[src/inc/sbd_pkg.sv]
package sbd_pkg;

	// ==========================================================
	// Address map
	localparam logic [31:0] RAM_BASE = 32'h0200_0000;
	localparam int ADDR_W = 32;

	// ==========================================================
	// Capacity configurations
	typedef enum logic [1:0] {
		SBD_CFG_36K = 2'b00,
		SBD_CFG_20K = 2'b01,
		SBD_CFG_12K = 2'b10
	} sbd_cfg_e;

	// Lower block sizes in bytes, top block fixed
	localparam logic [31:0] LOW_BLK_36K = 32'h0000_4000;
	localparam logic [31:0] LOW_BLK_20K = 32'h0000_2000;
	localparam logic [31:0] LOW_BLK_12K = 32'h0000_1000;
	localparam logic [31:0] TOP_BLK = 32'h0000_1000;

	// ==========================================================
	// Peripheral bus areas
	localparam logic [31:0] PER_BASE0 = 32'h4000_0000;
	localparam logic [31:0] PER_BASE1 = 32'h4008_0000;
	localparam int PER_REGION_LSB = 19;
	localparam int PER_SLOT_LSB = 14;
	localparam int PER_SLOT_W = 5;

	// ==========================================================
	// Reset values of block enables
	localparam logic EN_MID_RST = 1'b1;
	localparam logic EN_TOP_RST = 1'b1;

endpackage

[src/hdl/sbd_bank_decode.sv]
`timescale 1ns/1ns
// Behaviour
// Three capacities 36, 20, 12 kB; each has two equal blocks plus 4 kB
// Lowest block always enabled; nothing can switch it off
// Middle and top blocks have independent enables for power saving
// All blocks contiguous from 0x0200_0000 without gaps
// Largest: base to 3FFF, mid 4000-7FFF, top 8000-8FFF
// Two 512 kB peripheral regions, each decoding up to 32 slots
// Each peripheral gets fixed 16 kB slot from upper address bits
// Middle and top enables come out of reset set
module sbd_bank_decode (
	input wire logic clock_i, // System clock
	input wire logic resetn_i, // Sync reset, active low
	input wire logic [1:0] cfg_i, // Capacity configuration
	input wire logic en_mid_wr_i, // Load middle block enable
	input wire logic en_mid_i, // New middle block enable
	input wire logic en_top_wr_i, // Load top block enable
	input wire logic en_top_i, // New top block enable
	input wire logic req_i, // Address valid
	input wire logic [31:0] addr_i, // Bus address
	output logic sel_base_o, // Base block select
	output logic sel_mid_o, // Middle block select
	output logic sel_top_o, // Top block select
	output logic ram_miss_o, // RAM range hit on disabled or no block
	output logic en_mid_o, // Middle block enable state
	output logic en_top_o, // Top block enable state
	output logic per_hit_o, // Peripheral region hit
	output logic per_region_o, // Peripheral region index
	output logic [31:0] per_sel_o // One-hot peripheral slot select
);

	// ==========================================================
	// Local sizes

	// Slot index width and number of slots in one region
	localparam int SW = sbd_pkg::PER_SLOT_W;
	localparam int NSLOT = 1 << SW;

	// Miss window always spans the largest capacity
	localparam logic [31:0] RAM_SPAN = sbd_pkg::LOW_BLK_36K
		+ sbd_pkg::LOW_BLK_36K + sbd_pkg::TOP_BLK;

	// Zero offset, start of the first window
	localparam logic [31:0] OFF_ZERO = 32'h0000_0000;

	// ==========================================================
	// Decode helpers

	// Lower block size for a capacity code; spare code acts as smallest
	function automatic logic [31:0] low_size(input logic [1:0] c);
		case (c)
			sbd_pkg::SBD_CFG_36K: low_size = sbd_pkg::LOW_BLK_36K;
			sbd_pkg::SBD_CFG_20K: low_size = sbd_pkg::LOW_BLK_20K;
			default: low_size = sbd_pkg::LOW_BLK_12K;
		endcase
	endfunction

	// Address falls in the peripheral region that starts at base
	function automatic logic region_match(
		input logic [31:0] a,
		input logic [31:0] b
	);
		region_match = a[31:sbd_pkg::PER_REGION_LSB]
			== b[31:sbd_pkg::PER_REGION_LSB];
	endfunction

	// Offset lies in the half-open window from lo up to hi
	function automatic logic in_window(
		input logic [31:0] o,
		input logic [31:0] lo,
		input logic [31:0] hi
	);
		in_window = o >= lo && o < hi;
	endfunction

	// ==========================================================
	// RAM block decode
	logic [31:0] blk;
	logic [31:0] off;
	logic [31:0] end_base;
	logic [31:0] end_mid;
	logic [31:0] end_top;
	logic in_ram;
	logic in_base;
	logic in_mid;
	logic in_top;
	logic in_span;

	// Block boundaries follow one another with no gap
	assign blk = low_size(cfg_i);
	assign off = addr_i - sbd_pkg::RAM_BASE;
	assign end_base = blk;
	assign end_mid = blk + blk;
	assign end_top = end_mid + sbd_pkg::TOP_BLK;

	// Offset wraps below the base, so every window is gated
	assign in_ram = addr_i >= sbd_pkg::RAM_BASE;
	assign in_base = in_ram && in_window(off, OFF_ZERO, end_base);
	assign in_mid = in_ram && in_window(off, end_base, end_mid);
	assign in_top = in_ram && in_window(off, end_mid, end_top);
	assign in_span = in_ram && in_window(off, OFF_ZERO, RAM_SPAN);

	// ==========================================================
	// Block enables
	logic en_mid_q;
	logic en_mid_d;
	logic en_top_q;
	logic en_top_d;

	// A write loads the new value, otherwise the enable holds
	assign en_mid_d = en_mid_wr_i ? en_mid_i : en_mid_q;
	assign en_top_d = en_top_wr_i ? en_top_i : en_top_q;

	// Enable flops; both come out of reset set
	always_ff @(posedge clock_i) begin
		if (!resetn_i) begin
			en_mid_q <= sbd_pkg::EN_MID_RST;
			en_top_q <= sbd_pkg::EN_TOP_RST;
		end else begin
			en_mid_q <= en_mid_d;
			en_top_q <= en_top_d;
		end
	end

	// Enable state for the rest of the system
	assign en_mid_o = en_mid_q;
	assign en_top_o = en_top_q;

	// ==========================================================
	// Block selects
	logic sel_base_d;
	logic sel_mid_d;
	logic sel_top_d;
	logic ram_miss_d;
	logic served;
	logic sel_base_q;
	logic sel_mid_q;
	logic sel_top_q;
	logic ram_miss_q;

	// Base block has no enable term at all
	assign sel_base_d = req_i && in_base;

	// Upper blocks use the enable held before this edge
	assign sel_mid_d = req_i && in_mid && en_mid_q;
	assign sel_top_d = req_i && in_top && en_top_q;

	// Any enabled block answering this request
	assign served = sel_base_d || sel_mid_d || sel_top_d;

	// Miss covers the largest span, whatever the capacity
	assign ram_miss_d = req_i && in_span && !served;

	// Select flops, one cycle after the request
	always_ff @(posedge clock_i) begin
		if (!resetn_i) begin
			sel_base_q <= 1'b0;
			sel_mid_q <= 1'b0;
			sel_top_q <= 1'b0;
			ram_miss_q <= 1'b0;
		end else begin
			sel_base_q <= sel_base_d;
			sel_mid_q <= sel_mid_d;
			sel_top_q <= sel_top_d;
			ram_miss_q <= ram_miss_d;
		end
	end

	// Registered selects to the RAM blocks
	assign sel_base_o = sel_base_q;
	assign sel_mid_o = sel_mid_q;
	assign sel_top_o = sel_top_q;
	assign ram_miss_o = ram_miss_q;

	// ==========================================================
	// Peripheral decode
	logic hit0;
	logic hit1;
	logic per_hit_d;
	logic per_region_d;
	logic [SW-1:0] slot;
	logic [NSLOT-1:0] per_sel_d;
	logic per_hit_q;
	logic per_region_q;
	logic [NSLOT-1:0] per_sel_q;

	// Region hits for the two peripheral areas
	assign hit0 = region_match(addr_i, sbd_pkg::PER_BASE0);
	assign hit1 = region_match(addr_i, sbd_pkg::PER_BASE1);

	// Fixed slot index straight from the upper address bits
	assign slot =
		addr_i[sbd_pkg::PER_REGION_LSB-1:sbd_pkg::PER_SLOT_LSB];

	// Hit and region only for a valid request
	assign per_hit_d = req_i && (hit0 || hit1);
	assign per_region_d = req_i && hit1;

	// One comparator per slot gives the one-hot select
	genvar gi;
	generate
		for (gi = 0; gi < NSLOT; gi++) begin : g_slot
			assign per_sel_d[gi] = per_hit_d && slot == SW'(gi);
		end
	endgenerate

	// Peripheral flops, one cycle after the request
	always_ff @(posedge clock_i) begin
		if (!resetn_i) begin
			per_hit_q <= 1'b0;
			per_region_q <= 1'b0;
			per_sel_q <= '0;
		end else begin
			per_hit_q <= per_hit_d;
			per_region_q <= per_region_d;
			per_sel_q <= per_sel_d;
		end
	end

	// Registered peripheral outputs
	assign per_hit_o = per_hit_q;
	assign per_region_o = per_region_q;
	assign per_sel_o = per_sel_q;

endmodule

[config.mk]
export PLATFORM = sky130hd
export DESIGN_NAME = sbd_bank_decode
export DESIGN_NICKNAME = d
export VERILOG_FILES = /design/src/inc/sbd_pkg.sv /design/src/hdl/sbd_bank_decode.sv
export SDC_FILE = /design/constraint.sdc
export NUM_CORES = 1
export LEC_CHECK = 0
export BUFFER_PORTS_ARGS = -buffer_cell sky130_fd_sc_hd__buf_2
export CORE_MARGIN = 8
export CORE_UTILIZATION = 44
export DETAILED_ROUTE_END_ITERATION = 10
export GPL_TIMING_DRIVEN = 0
export PLACE_DENSITY = 0.78
export SYNTH_ARGS = -nofsm -noshare
export SYNTH_HDL_FRONTEND = slang
export SYNTH_SLANG_ARGS = --single-unit
[constraint.sdc]
create_clock -name clock_i -period 2.4 [get_ports clock_i]
set_input_delay 0.36 -clock clock_i [delete_from_list [all_inputs] [get_ports clock_i]]
set_output_delay 0.36 -clock clock_i [all_outputs]
set_load 0.005 [all_outputs]
* Word-level counts from Yosys, hierarchy flattened
Cells that the tools add are included.
** Operators by class
- Add/sub/neg operators :: 3
- Multiply operators :: 0
- Shift operators :: 0
- Order comparisons :: 8
- Div/mod/pow operators :: 0
- Mux-type cells :: 1
- Bitwise gates (word level) :: 0
- Reductions and logical operators :: 55
- Equality and inequality tests :: 34
** Operator list (number)
- 32-bit less-than comparator :: 3
- 5-bit == test (second input constant) :: 16
- 32-bit greater-or-equal comparator :: 2
- 1-bit logical AND :: 49
- 5-bit by 4-bit == test with 1-bit output (second input constant) :: 8
- 32-bit by 13-bit adder with 32-bit output (second input constant) :: 1
- 32-bit adder :: 1
- 32-bit by 1-bit greater-or-equal comparator with 1-bit output (second input constant) :: 1
- 32-bit by 26-bit greater-or-equal comparator with 1-bit output (second input constant) :: 1
- 32-bit by 16-bit less-than comparator with 1-bit output (second input constant) :: 1
- 32-bit by 26-bit subtractor with 32-bit output (second input constant) :: 1
- 15-bit one-hot mux with 2 select lines :: 1
- 13-bit by 12-bit == test with 1-bit output (second input constant) :: 2
- 5-bit by 3-bit == test with 1-bit output (second input constant) :: 4
- 5-bit by 2-bit == test with 1-bit output (second input constant) :: 2
- 5-bit by 1-bit == test with 1-bit output (second input constant) :: 1
- 5-bit zero test :: 1
- 1-bit logical OR :: 3
- 2-bit by 1-bit == test with 1-bit output (second input constant) :: 1
- 2-bit zero test :: 1
- 1-bit zero test :: 1
** Word-level totals
- Bits in latches :: 0
- Memories kept :: 0
- Logic and storage cells :: 110
- Register bits :: 40
- Input bits :: 41
- Memory bits (read-only) :: 0
- Memory bits (writable) :: 0
- Output and inout bits :: 40

* Longest topological paths before layout
Gate-level depths: netlist of run 1.
- Word-level depth :: 12
- Mapped depth :: 7
- Gate-level depth less buffers :: 7

* Least setup slack after synthesis of run 1
Ideal clock, no wire load.
- Kind :: input-to-reg
- Start :: in cfg_i[1]
- End :: reg sel_top_q (netlist: sel_top_o)
- Data required time :: 2314 ps
- Stages :: 6
- Path buffers :: 0
- Slack :: 537 ps
- Arrival time :: 1777 ps
- Library setup time :: 86 ps
- Cell sequence :: or2_2 > ha_1 > and4b_1 > nand4_1 > a2111o_1 > a211oi_1
** On the way
- Cells in the longest elaborated chain, start to end :: 9
- Elaborated cells on any way between the ends :: 11
- Those cells by class :: 2 x add/sub; 2 x order compare; 1 x eq/ne; 1 x mux; 5 x reduce/logical
** RTL lines
- start, declared :: RTL line sbd_bank_decode.sv:14 : input wire logic [1:0] cfg_i,
- 2-bit by 1-bit == test with 1-bit output / 2-bit zero test (equally long branches) :: RTL line sbd_bank_decode.sv:51 : case (c)
- 15-bit one-hot mux with 2 select lines * :: RTL line sbd_bank_decode.sv:51
- 32-bit adder * :: RTL line sbd_bank_decode.sv:93 : assign end_mid = blk + blk;
- 32-bit by 13-bit adder with 32-bit output :: RTL line sbd_bank_decode.sv:94 : assign end_top = end_mid + sbd_pkg::TOP_BLK;
- 32-bit less-than comparator :: RTL line sbd_bank_decode.sv:73 : in_window = o >= lo && o < hi;
- 1-bit logical AND * :: RTL line sbd_bank_decode.sv:73
- 1-bit logical AND * :: RTL line sbd_bank_decode.sv:100 : assign in_top = in_ram && in_window(off, end_mid, end_top);
- 1-bit logical AND * (2 in series) :: RTL line sbd_bank_decode.sv:146 : assign sel_top_d = req_i && in_top && en_top_q;
- end signal, assigned :: RTL line sbd_bank_decode.sv:164 : sel_top_q <= sel_top_d;
- end, declared :: RTL line sbd_bank_decode.sv:138 : logic sel_top_q;
Mark *: on every way between the ends. The rest lies on a longest branch, timed or not.
A chain may end at the register's enable or synchronous reset.

* Worst setup path after layout of run 1
Same ends and word-level chain as after synthesis.

==> results of run 1 <==
==> worst max-delay path, delay by kind of cell <==
kind	cells	cell delay, ns
AOI/OAI and AO/OA	2	0.62
and+or+nand+nor	3	0.60
adders and majority gates	1	0.31
buffers and inverters	1	0.11
==> cells in the mapped netlist <==
cell / n
nor2b_1: 7
a21oi_1: 1
or2_2: 2
nand4_1: 10
o21ai_0: 2
buf_1: 3
nand4b_1: 1
nor2_1: 35
or4b_1: 1
nand2_1: 5
clkbuf_1: 2
o31a_1: 1
nor3_1: 2
o21bai_1: 1
nor4bb_1: 1
nor4_1: 5
inv_1: 6
nand3_1: 3
mux2i_1: 2
ha_1: 9
nand2b_1: 2
a211o_1: 1
o2111a_1: 1
a2111oi_2: 1
nor4b_1: 1
o211a_1: 1
and4b_1: 1
a2111o_1: 1
a2111oi_0: 1
or4_1: 1
dfxtp_1: 40
a211oi_1: 1
and2_1: 4
and3_1: 1
a22oi_1: 1
nand3b_1: 2
a21boi_0: 1
==> cell type report <==
cell class              instances  area (sq um)  share of cell area [%]
well taps                      46          57.6                    2.76
flip-flops and latches         40           801                    38.3
repair buffers                 80           400                    19.2
clock buffers                   5          37.5                    1.80
plain buffers                   5          18.8                   0.899
inverters                       6          22.5                    1.08
clock inverters                 2          60.1                    2.88
multi-input cells             109           691                    33.1
==> power by group through the flow <==
stage               clock network [mW]  registers, mW  logic [mW]
floorplan                            0          0.682      0.0572
global placement                     0          0.682       0.113
detailed placement                   0          0.682       0.115
CTS                              0.527          0.667       0.116
global route                     0.558          0.668       0.130
finish                           0.522          0.667       0.115
==> layout by cell type (no fill, tap or decap), types with 2 or more instances in the layout <==
cell type / synthesis / final
mux2i_1: 2 / 2
buf_1: 3 / 3
clkbuf_1: 2 / 2
dfxtp_1: 40 / 40
nand3_1: 3 / 3
nand3b_1: 2 / 2
or2_2: 2 / 2
inv_1: 6 / 6
ha_1: 9 / 9
nand2_1: 5 / 5
nor3_1: 2 / 2
nand2b_1: 2 / 2
nor4_1: 5 / 5
bufinv_16: 0 / 2
buf_2: 0 / 80
and2_1: 4 / 4
o21ai_0: 2 / 2
clkbuf_4: 0 / 5
nor2_1: 35 / 35
nand4_1: 10 / 10
nor2b_1: 7 / 7
==> layer usage <==
layer  GRT usage, %  vias up  wire, um
li1               -      731         -
met1           17.3      597      1680
met2           21.2       70      1580
met3           5.19        2       460
met4           4.57        0        19
met5              0        -         0
==> worst max path at each step <==
stage / startpoint / end / slack, ns / depth (start not counted)
after detailed placement: cfg_i[1] / sel_top_o$_SDFF_PN0_ / 0.30 / 7
final: cfg_i[1] / sel_top_o$_SDFF_PN0_ / 0.66 / 7
after global placement: cfg_i[1] / sel_top_o$_SDFF_PN0_ / 0.30 / 7
after CTS: cfg_i[1] / sel_top_o$_SDFF_PN0_ / 0.66 / 7
after floorplan: cfg_i[1] / sel_top_o$_SDFF_PN0_ / 0.54 / 6
after global routing: addr_i[25] / per_sel_o[27]$_SDFF_PN0_ / 0.57 / 7
==> logic make-up after synthesis <==
logic type,synth area share (%)
adder cells (fa/ha/maj),7.35
multiplexers,1.31
AO/OA/AOI/OAI,7.76
AND/OR/NAND/NOR,28.7
buffers and inverters,2.69
flip-flops,52.2
==> stage by stage <==
| stage | util, % | worst slack, ns | std cells |
|---|---|---|---|
| after floorplan | - | 0.537 | 160 |
| after global routing | 62.6 | 0.568 | 293 |
| after global placement | 59.7 | 0.304 | 286 |
| after detailed placement | 59.7 | 0.303 | 286 |
| final | 62.6 | 0.658 | 293 |
| after CTS | 62.6 | 0.657 | 293 |
==> results.md, run 1 <==
- 1st-iter DRT viols: 56
- Sequential cell fraction of total power: about half
- TNS Setup: 0 ns
- Clock sink count: 40
- IO Port Bufs: 80
- DR DRC count: 0
- Vias in the first global route: approximately 1400
- Antenna violations before repair: 0
- Relative slew slack: ~43%
- R2R Setup Slk: about 1.3 ns
- Die Wd: between 70 and 80 um
- Die footprint: between 5000 and 6000 sq um
- Total track usage: ~14%
- Skew-Pair Late Insertion Delay: 0.32 ns
- Area Overhead vs Synth: 36.2%
- Top post-synthesis cells by area: dfxtp_1 (52%), nor2_1 (8.6%), ha_1 (7.3%)
- Area after DPL: around 2000 sq um
- # setup viols final: 0
- R2R Path End: sel_top_o$_SDFF_PN0_
- Seq/Total Area, Yosys: between 50% and 60%
- Antenna-violating nets left: 0
- Internal power: about 1.0 mW
- Worst VDD drop: roughly 0.29 mV
- Layout cell share with drive strength beyond 1: a little over a third
- Die Span Y: about 75 um
- Clock transition at path regs: approximately 0.11 ns
- Largest net degree at the start of global routing: 13
- CP Max Fanout: 3
- Synth Net Count: 210
- Final wirelength: 3740 um
- Vias per inst: roughly 4.8
- RSZ-0062 raised after global routing: false
- CP cell instances: buf_2 -> or2_2 -> ha_1 -> and4b_1 -> nand4_1 -> a2111o_1 -> a211oi_1
- Worst hold path class: in2reg
- Fin crit period: between 1.5 and 2 ns
- Via count: between 1000 and 1500
- Min-delay src: resetn_i
- Site Rows: 21
- Setup CP Type: in2reg
- Reg2reg start: en_top_o$_SDFFE_PN1P_
- Clk network pwr share: roughly two fifths
- Starting Density: between 40% and 50%
- Max-Cap Viols: 0
- Pwr Total: approximately 1.3 mW
- Mapped Area: ~1500 sq um
- Critical Path Sink Type: flop
- Final max-slew violation count: 0
- Post-route cell area: between 2000 and 2500 sq um
- Leak: just over 1 nW
- Fmax: 574 MHz
- Outcome: completed
- Synth Instances: 160
- Num CTS Buffers: 5
- Crit path launch type: input port
- Pwr Density: approximately 620 nW/um^2
- Syn_area_per_cell: ~9.6 sq um
- Net Sw Frac: 20.3%
- Dominant cell type by area after synthesis: dfxtp_1
- Worst Hold Path EP: en_mid_o$_SDFFE_PN1P_
- First-pass DRT Iterations: 4
- Slowest stage delay, CP: between 0.4 and 0.5 ns
- Std-Cell Core Area: 3340 sq um
- Hold Worst Slack: approximately 0.24 ns
- FILL cells: 303
- # hold bufs at CTS: 0
- Post CTS Setup Buffer Count: 0
- Max reg flops: 32
- Worst Max-Slew Pin Slew: roughly 0.85 ns
- Worst Clk Skew: roughly 0.0015 ns
- Total gr overflow: 0
- Hold Violations, Final: 0
- Yosys reg bits: 40
- Yosys warnings: 0
- Nets: approximately 300
- Hold path cells: 2
- Wire per inst: between 10 and 15 um
- Final Wtd Congestion: ~0.84
- Antenna cell count: 0
- Critical path required time: roughly 2.7 ns
- Tcrit/Tclk final: between 70% and 80%
- WP data arrival: between 1.5 and 2 ns
- Netlist cell types: 37
- Slowest CP cell: a2111o_1
- CTS tree: yes
- Psw: between 0.2 and 0.3 mW
- Root Buffer: clkbuf_4
- First-pass GRT wire length: approximately 6000 um
- Worst-case clock buffer depth: 2
- H-tree depth reported by CTS: 2
- Comb power frac: a little under 9%
- R2R cell count: 3
- Top-area cell type share of the netlist area: 52.2%
- Num ports: 81
- DP Wirelength: between 3000 and 4000 um
- Cts repair resizes: 0
(Power assumes the default switching activity.)
==> run 2, diff against run 1 <==
--- a/config.mk
+++ b/config.mk
@@ -5,12 +5,13 @@
 export SDC_FILE = /design/constraint.sdc
 export NUM_CORES = 1
 export LEC_CHECK = 0
+export ABC_AREA = 1
 export BUFFER_PORTS_ARGS = -buffer_cell sky130_fd_sc_hd__buf_2
 export CORE_MARGIN = 8
-export CORE_UTILIZATION = 44
+export CORE_UTILIZATION = 42
 export DETAILED_ROUTE_END_ITERATION = 10
 export GPL_TIMING_DRIVEN = 0
-export PLACE_DENSITY = 0.78
+export PLACE_DENSITY = 0.75
 export SYNTH_ARGS = -nofsm -noshare
 export SYNTH_HDL_FRONTEND = slang
 export SYNTH_SLANG_ARGS = --single-unit
==> constraint.sdc (replaced) <==
create_clock -name clock_i -period 1.6 [get_ports clock_i]
set_input_delay 0.24 -clock clock_i [delete_from_list [all_inputs] [get_ports clock_i]]
set_output_delay 0.24 -clock clock_i [all_outputs]
set_load 0.005 [all_outputs]
==> results.md, run 2 <==
- Fmax: slightly below 700 MHz
- Tcrit/Tclk final: 92.7%
- Skew-Pair Late Insertion Delay: 0.28 ns (-0.04 ns)
- Final max-slew violation count: 0 (unchanged)
- # setup viols final: 0 (unchanged)
- First-pass GRT wire length: 6540 um (+8.2%)
- Most common cell after layout, fill and taps aside: buf_2
- R2R cell count: 7 (+4)
- DP Wirelength: 3550 um (+14%)
- Worst hold path class: in2reg
- Vias in the first global route: 1600 (+12%)
- Std-Cell Core Area: 4260 sq um (+28%)
- Met3 usage: 4.05% (-1.1 points)
- Outcome: completed
- Internal power: 1.59 mW (+53%)
- Worst Clk Skew: 0.000197 ns (-0.00126 ns)
- Ys flop type: dfxtp_1
- Net Sw Frac: 22.6% (+2.2 points)
- Hold Worst Slack: 0.141 ns (-0.104 ns)
- WP data arrival: 1.67 ns (-0.32 ns)
- Vias per inst: 4.45 (-6.8%)
- Netlist cell types: 25 (-32%)
- # hold bufs at CTS: 0 (unchanged)
- Place WS: -0.245 ns (-0.548 ns)
- Met1 usage: 13.8% (-3.5 points)
- Final Wtd Congestion: 0.837 (+0.20%)
- Yosys reg bits: 40 (unchanged)
- RSZ-0062 raised after global routing: false
- Wire per inst: 11.3 um (-11%)
- Largest net degree at the start of global routing: 14 (+1)
- First-pass DRT Iterations: 4 (unchanged)
- Comb power frac: 10.1% (+1.3 points)
- Sequential cell fraction of total power: 48.6% (-2.6 points)
- Worst Max-Slew Pin Slew: 0.325 ns (-0.522 ns)
- Setup CP Type: in2reg
- R2R Path End: ram_miss_o$_SDFF_PN0_
- Syn_area_per_cell: 7.99 sq um (-17%)
- Commonest non-fill, non-tap cells in the layout: buf_2 (80), nor2_1 (45), dfxtp_1 (40)
- TNS Setup: 0 ns (unchanged)
- R2R Setup Slk: 0.65 ns (-0.68 ns)
- IO Port Bufs: 80 (unchanged)
- Antenna-violating nets left: 0 (unchanged)
- Top cells by count, synth: nor2_1 (45), dfxtp_1 (40), nand2_1 (38)
- H-tree depth reported by CTS: 2 (unchanged)
- CP Max Fanout: 4 (+1)
- Clk network pwr share: 41.3% (+1.2 points)
- Top post-synthesis cells by area: dfxtp_1 (44%), nor2_1 (9.2%), nand2_1 (7.8%)
- Critical Path Sink Type: flop
- Hold Violations, Final: 0 (unchanged)
- Synth Instances: 229 (+43%)
- Psw: 0.465 mW (+75%)
- Post-Place Cells: 361 (+26%)
- Count leader, synth: nor2_1
- Area Overhead vs Synth: 32.3%
- Crit path launch type: input port
- Worst VDD drop: 0.694 mV (+140%)
- Relative slew slack: 78.2% (+35 points)
- Pwr Density: 850 nW/um^2 (+36%)
- 1st-iter DRT viols: 53 (-5.4%)
- Root Buffer: clkbuf_8
- Clock transition at path regs: 0.07 ns (-0.04 ns)
- Synth Net Count: 279 (+33%)
- Num ports: 81 (unchanged)
- Pwr Total: 2.06 mW (+58%)
- Antenna cell count: 0 (unchanged)
- Clock sink count: 40 (unchanged)
- Dominant cell type by area after synthesis: dfxtp_1
- Global route hottest layer: met2
- Nets: 366 (+23%)
- Met2 Use GR: 20.7% (-0.53 points)
- Fin crit period: approximately 1.5 ns
- Total track usage: 12.2% (-1.6 points)
- CTS tree: yes
- Die Span Y: 82.0 um (+9.3%)
- CP endpoint: ram_miss_o$_SDFF_PN0_
- Max reg flops: 32 (unchanged)
- Critical path required time: 1.78 ns (-0.87 ns)
- Post-synth EDFFs: 0 (unchanged)
- Yosys warnings: 0 (unchanged)
- Num CTS Buffers: 5 (unchanged)
- Top-area cell type share of the netlist area: 43.8% (-8.5 points)
- Die Wd: 82.0 um (+9.3%)
- Reg2reg start: en_top_o$_SDFFE_PN1P_
- DR DRC count: 0 (unchanged)
- Seq/Total Area, Yosys: 43.8% (-8.5 points)
- Async set or reset register ratio after synthesis: 0% (unchanged)
- Non-filler cells, final: 369 (+26%)
- Layout cell share with drive strength beyond 1: 41.0% (+4.6 points)
- Worst setup margin: 0.117 ns (-0.541 ns)
- Antenna violations before repair: 0 (unchanged)
- Die footprint: 6720 sq um (+19%)
- Worst-case clock buffer depth: 2 (unchanged)
- Via count: 1643 (+17%)
- Final wirelength: 4170 um (+12%)
- Mapped Area: 1830 sq um (+19%)
- Site Rows: 24 (+14%)
- Max-Cap Viols: 0 (unchanged)
- Critical Path Source: cfg_i[1]
- Total gr overflow: 0 (unchanged)
- Starting Density: 42.9% (-3.0 points)
- Leak: 1.21 nW (+19%)
-- run 2: cell types whose count changed after synthesis, sizes merged, moves of 3 or more --
cell and delta:
o21ai +3, nor2b -7, inv +24, and2 -3, nand2 +37, a21oi +5, nand4 -3, nor4 -4
nand3 +7, nor2 +35
-- run 2: cell families after synthesis --
| group | count (synthesis) | synth area share (%) |
|---|---|---|
| compound gates | 12 | 3.42 |
| fa+ha+maj | 9 | 6.16 |
| simple gates | 134 | 38.4 |
| buf+inv | 34 | 8.28 |
| flops | 40 | 43.8 |
-- run 2: cell type report --
| class | count | area, sq um |
|---|---|---|
| flip-flops and latches | 40 | 801 |
| clock buffers | 6 | 82.6 |
| fillers | 440 | 1840 |
| multi-input cells | 155 | 881 |
| clock inverters | 2 | 38.8 |
| inverters | 31 | 116 |
| well taps | 52 | 65.1 |
| plain buffers | 3 | 35.0 |
| repair buffers | 80 | 400 |
-- run 2: worst min path at each step --
stage | end | cells past startpoint | from
3_5_place_dp | en_top_o$_SDFFE_PN1P_ | 2 | en_top_wr_i
3_3_place_gp | en_top_o$_SDFFE_PN1P_ | 2 | en_top_wr_i
4_1_cts | en_top_o$_SDFFE_PN1P_ | 2 | en_top_wr_i
6_report | en_top_o$_SDFFE_PN1P_ | 2 | en_top_wr_i
5_1_grt | en_mid_o$_SDFFE_PN1P_ | 2 | en_mid_wr_i
2_1_floorplan | en_mid_o$_SDFFE_PN1P_ | 1 | en_mid_wr_i
-- run 2: what timing repair did --
action / CTS / global route
resized for setup: 0 / 2
endpoints found under the hold margin: 0 / 0
setup buffers: 0 / 0
endpoints found under the setup margin: 0 / 2
-- run 2: routing by layer --
| layer | up-vias | share of wire, % |
|---|---|---|
| met5 | - | 0 |
| met4 | 0 | 1.3 |
| met3 | 7 | 8.5 |
| met2 | 55 | 48 |
| met1 | 702 | 42 |
| li1 | 879 | - |
-- run 2: worst max-delay path, stage by stage --
cell	delay, ns
buf_2	0.11
or2_2	0.31
ha_1	0.34
a21oi_2	0.18
o21ai_1	0.10
nor2_1	0.09
nand4_1	0.12
nor2_1	0.12
nor2_1	0.05
-- run 2: power groups by stage --
| stage | sequential, mW | clock [mW] | combinational, mW |
|---|---|---|---|
| final | 1.00 | 0.849 | 0.208 |
| after global routing | 1.00 | 0.907 | 0.237 |
| after CTS | 1.00 | 0.870 | 0.207 |
| after detailed placement | 1.02 | 0 | 0.206 |
| after global placement | 1.02 | 0 | 0.200 |
| after floorplan | 1.02 | 0 | 0.114 |
-- run 2: metrics by stage --
step / utilization [%] / area (sq um)
floorplan: - / 1830
global placement: 53.8 / 2290
detailed placement: 53.8 / 2290
CTS: 56.7 / 2420
global route: 56.7 / 2420
finish: 56.7 / 2420
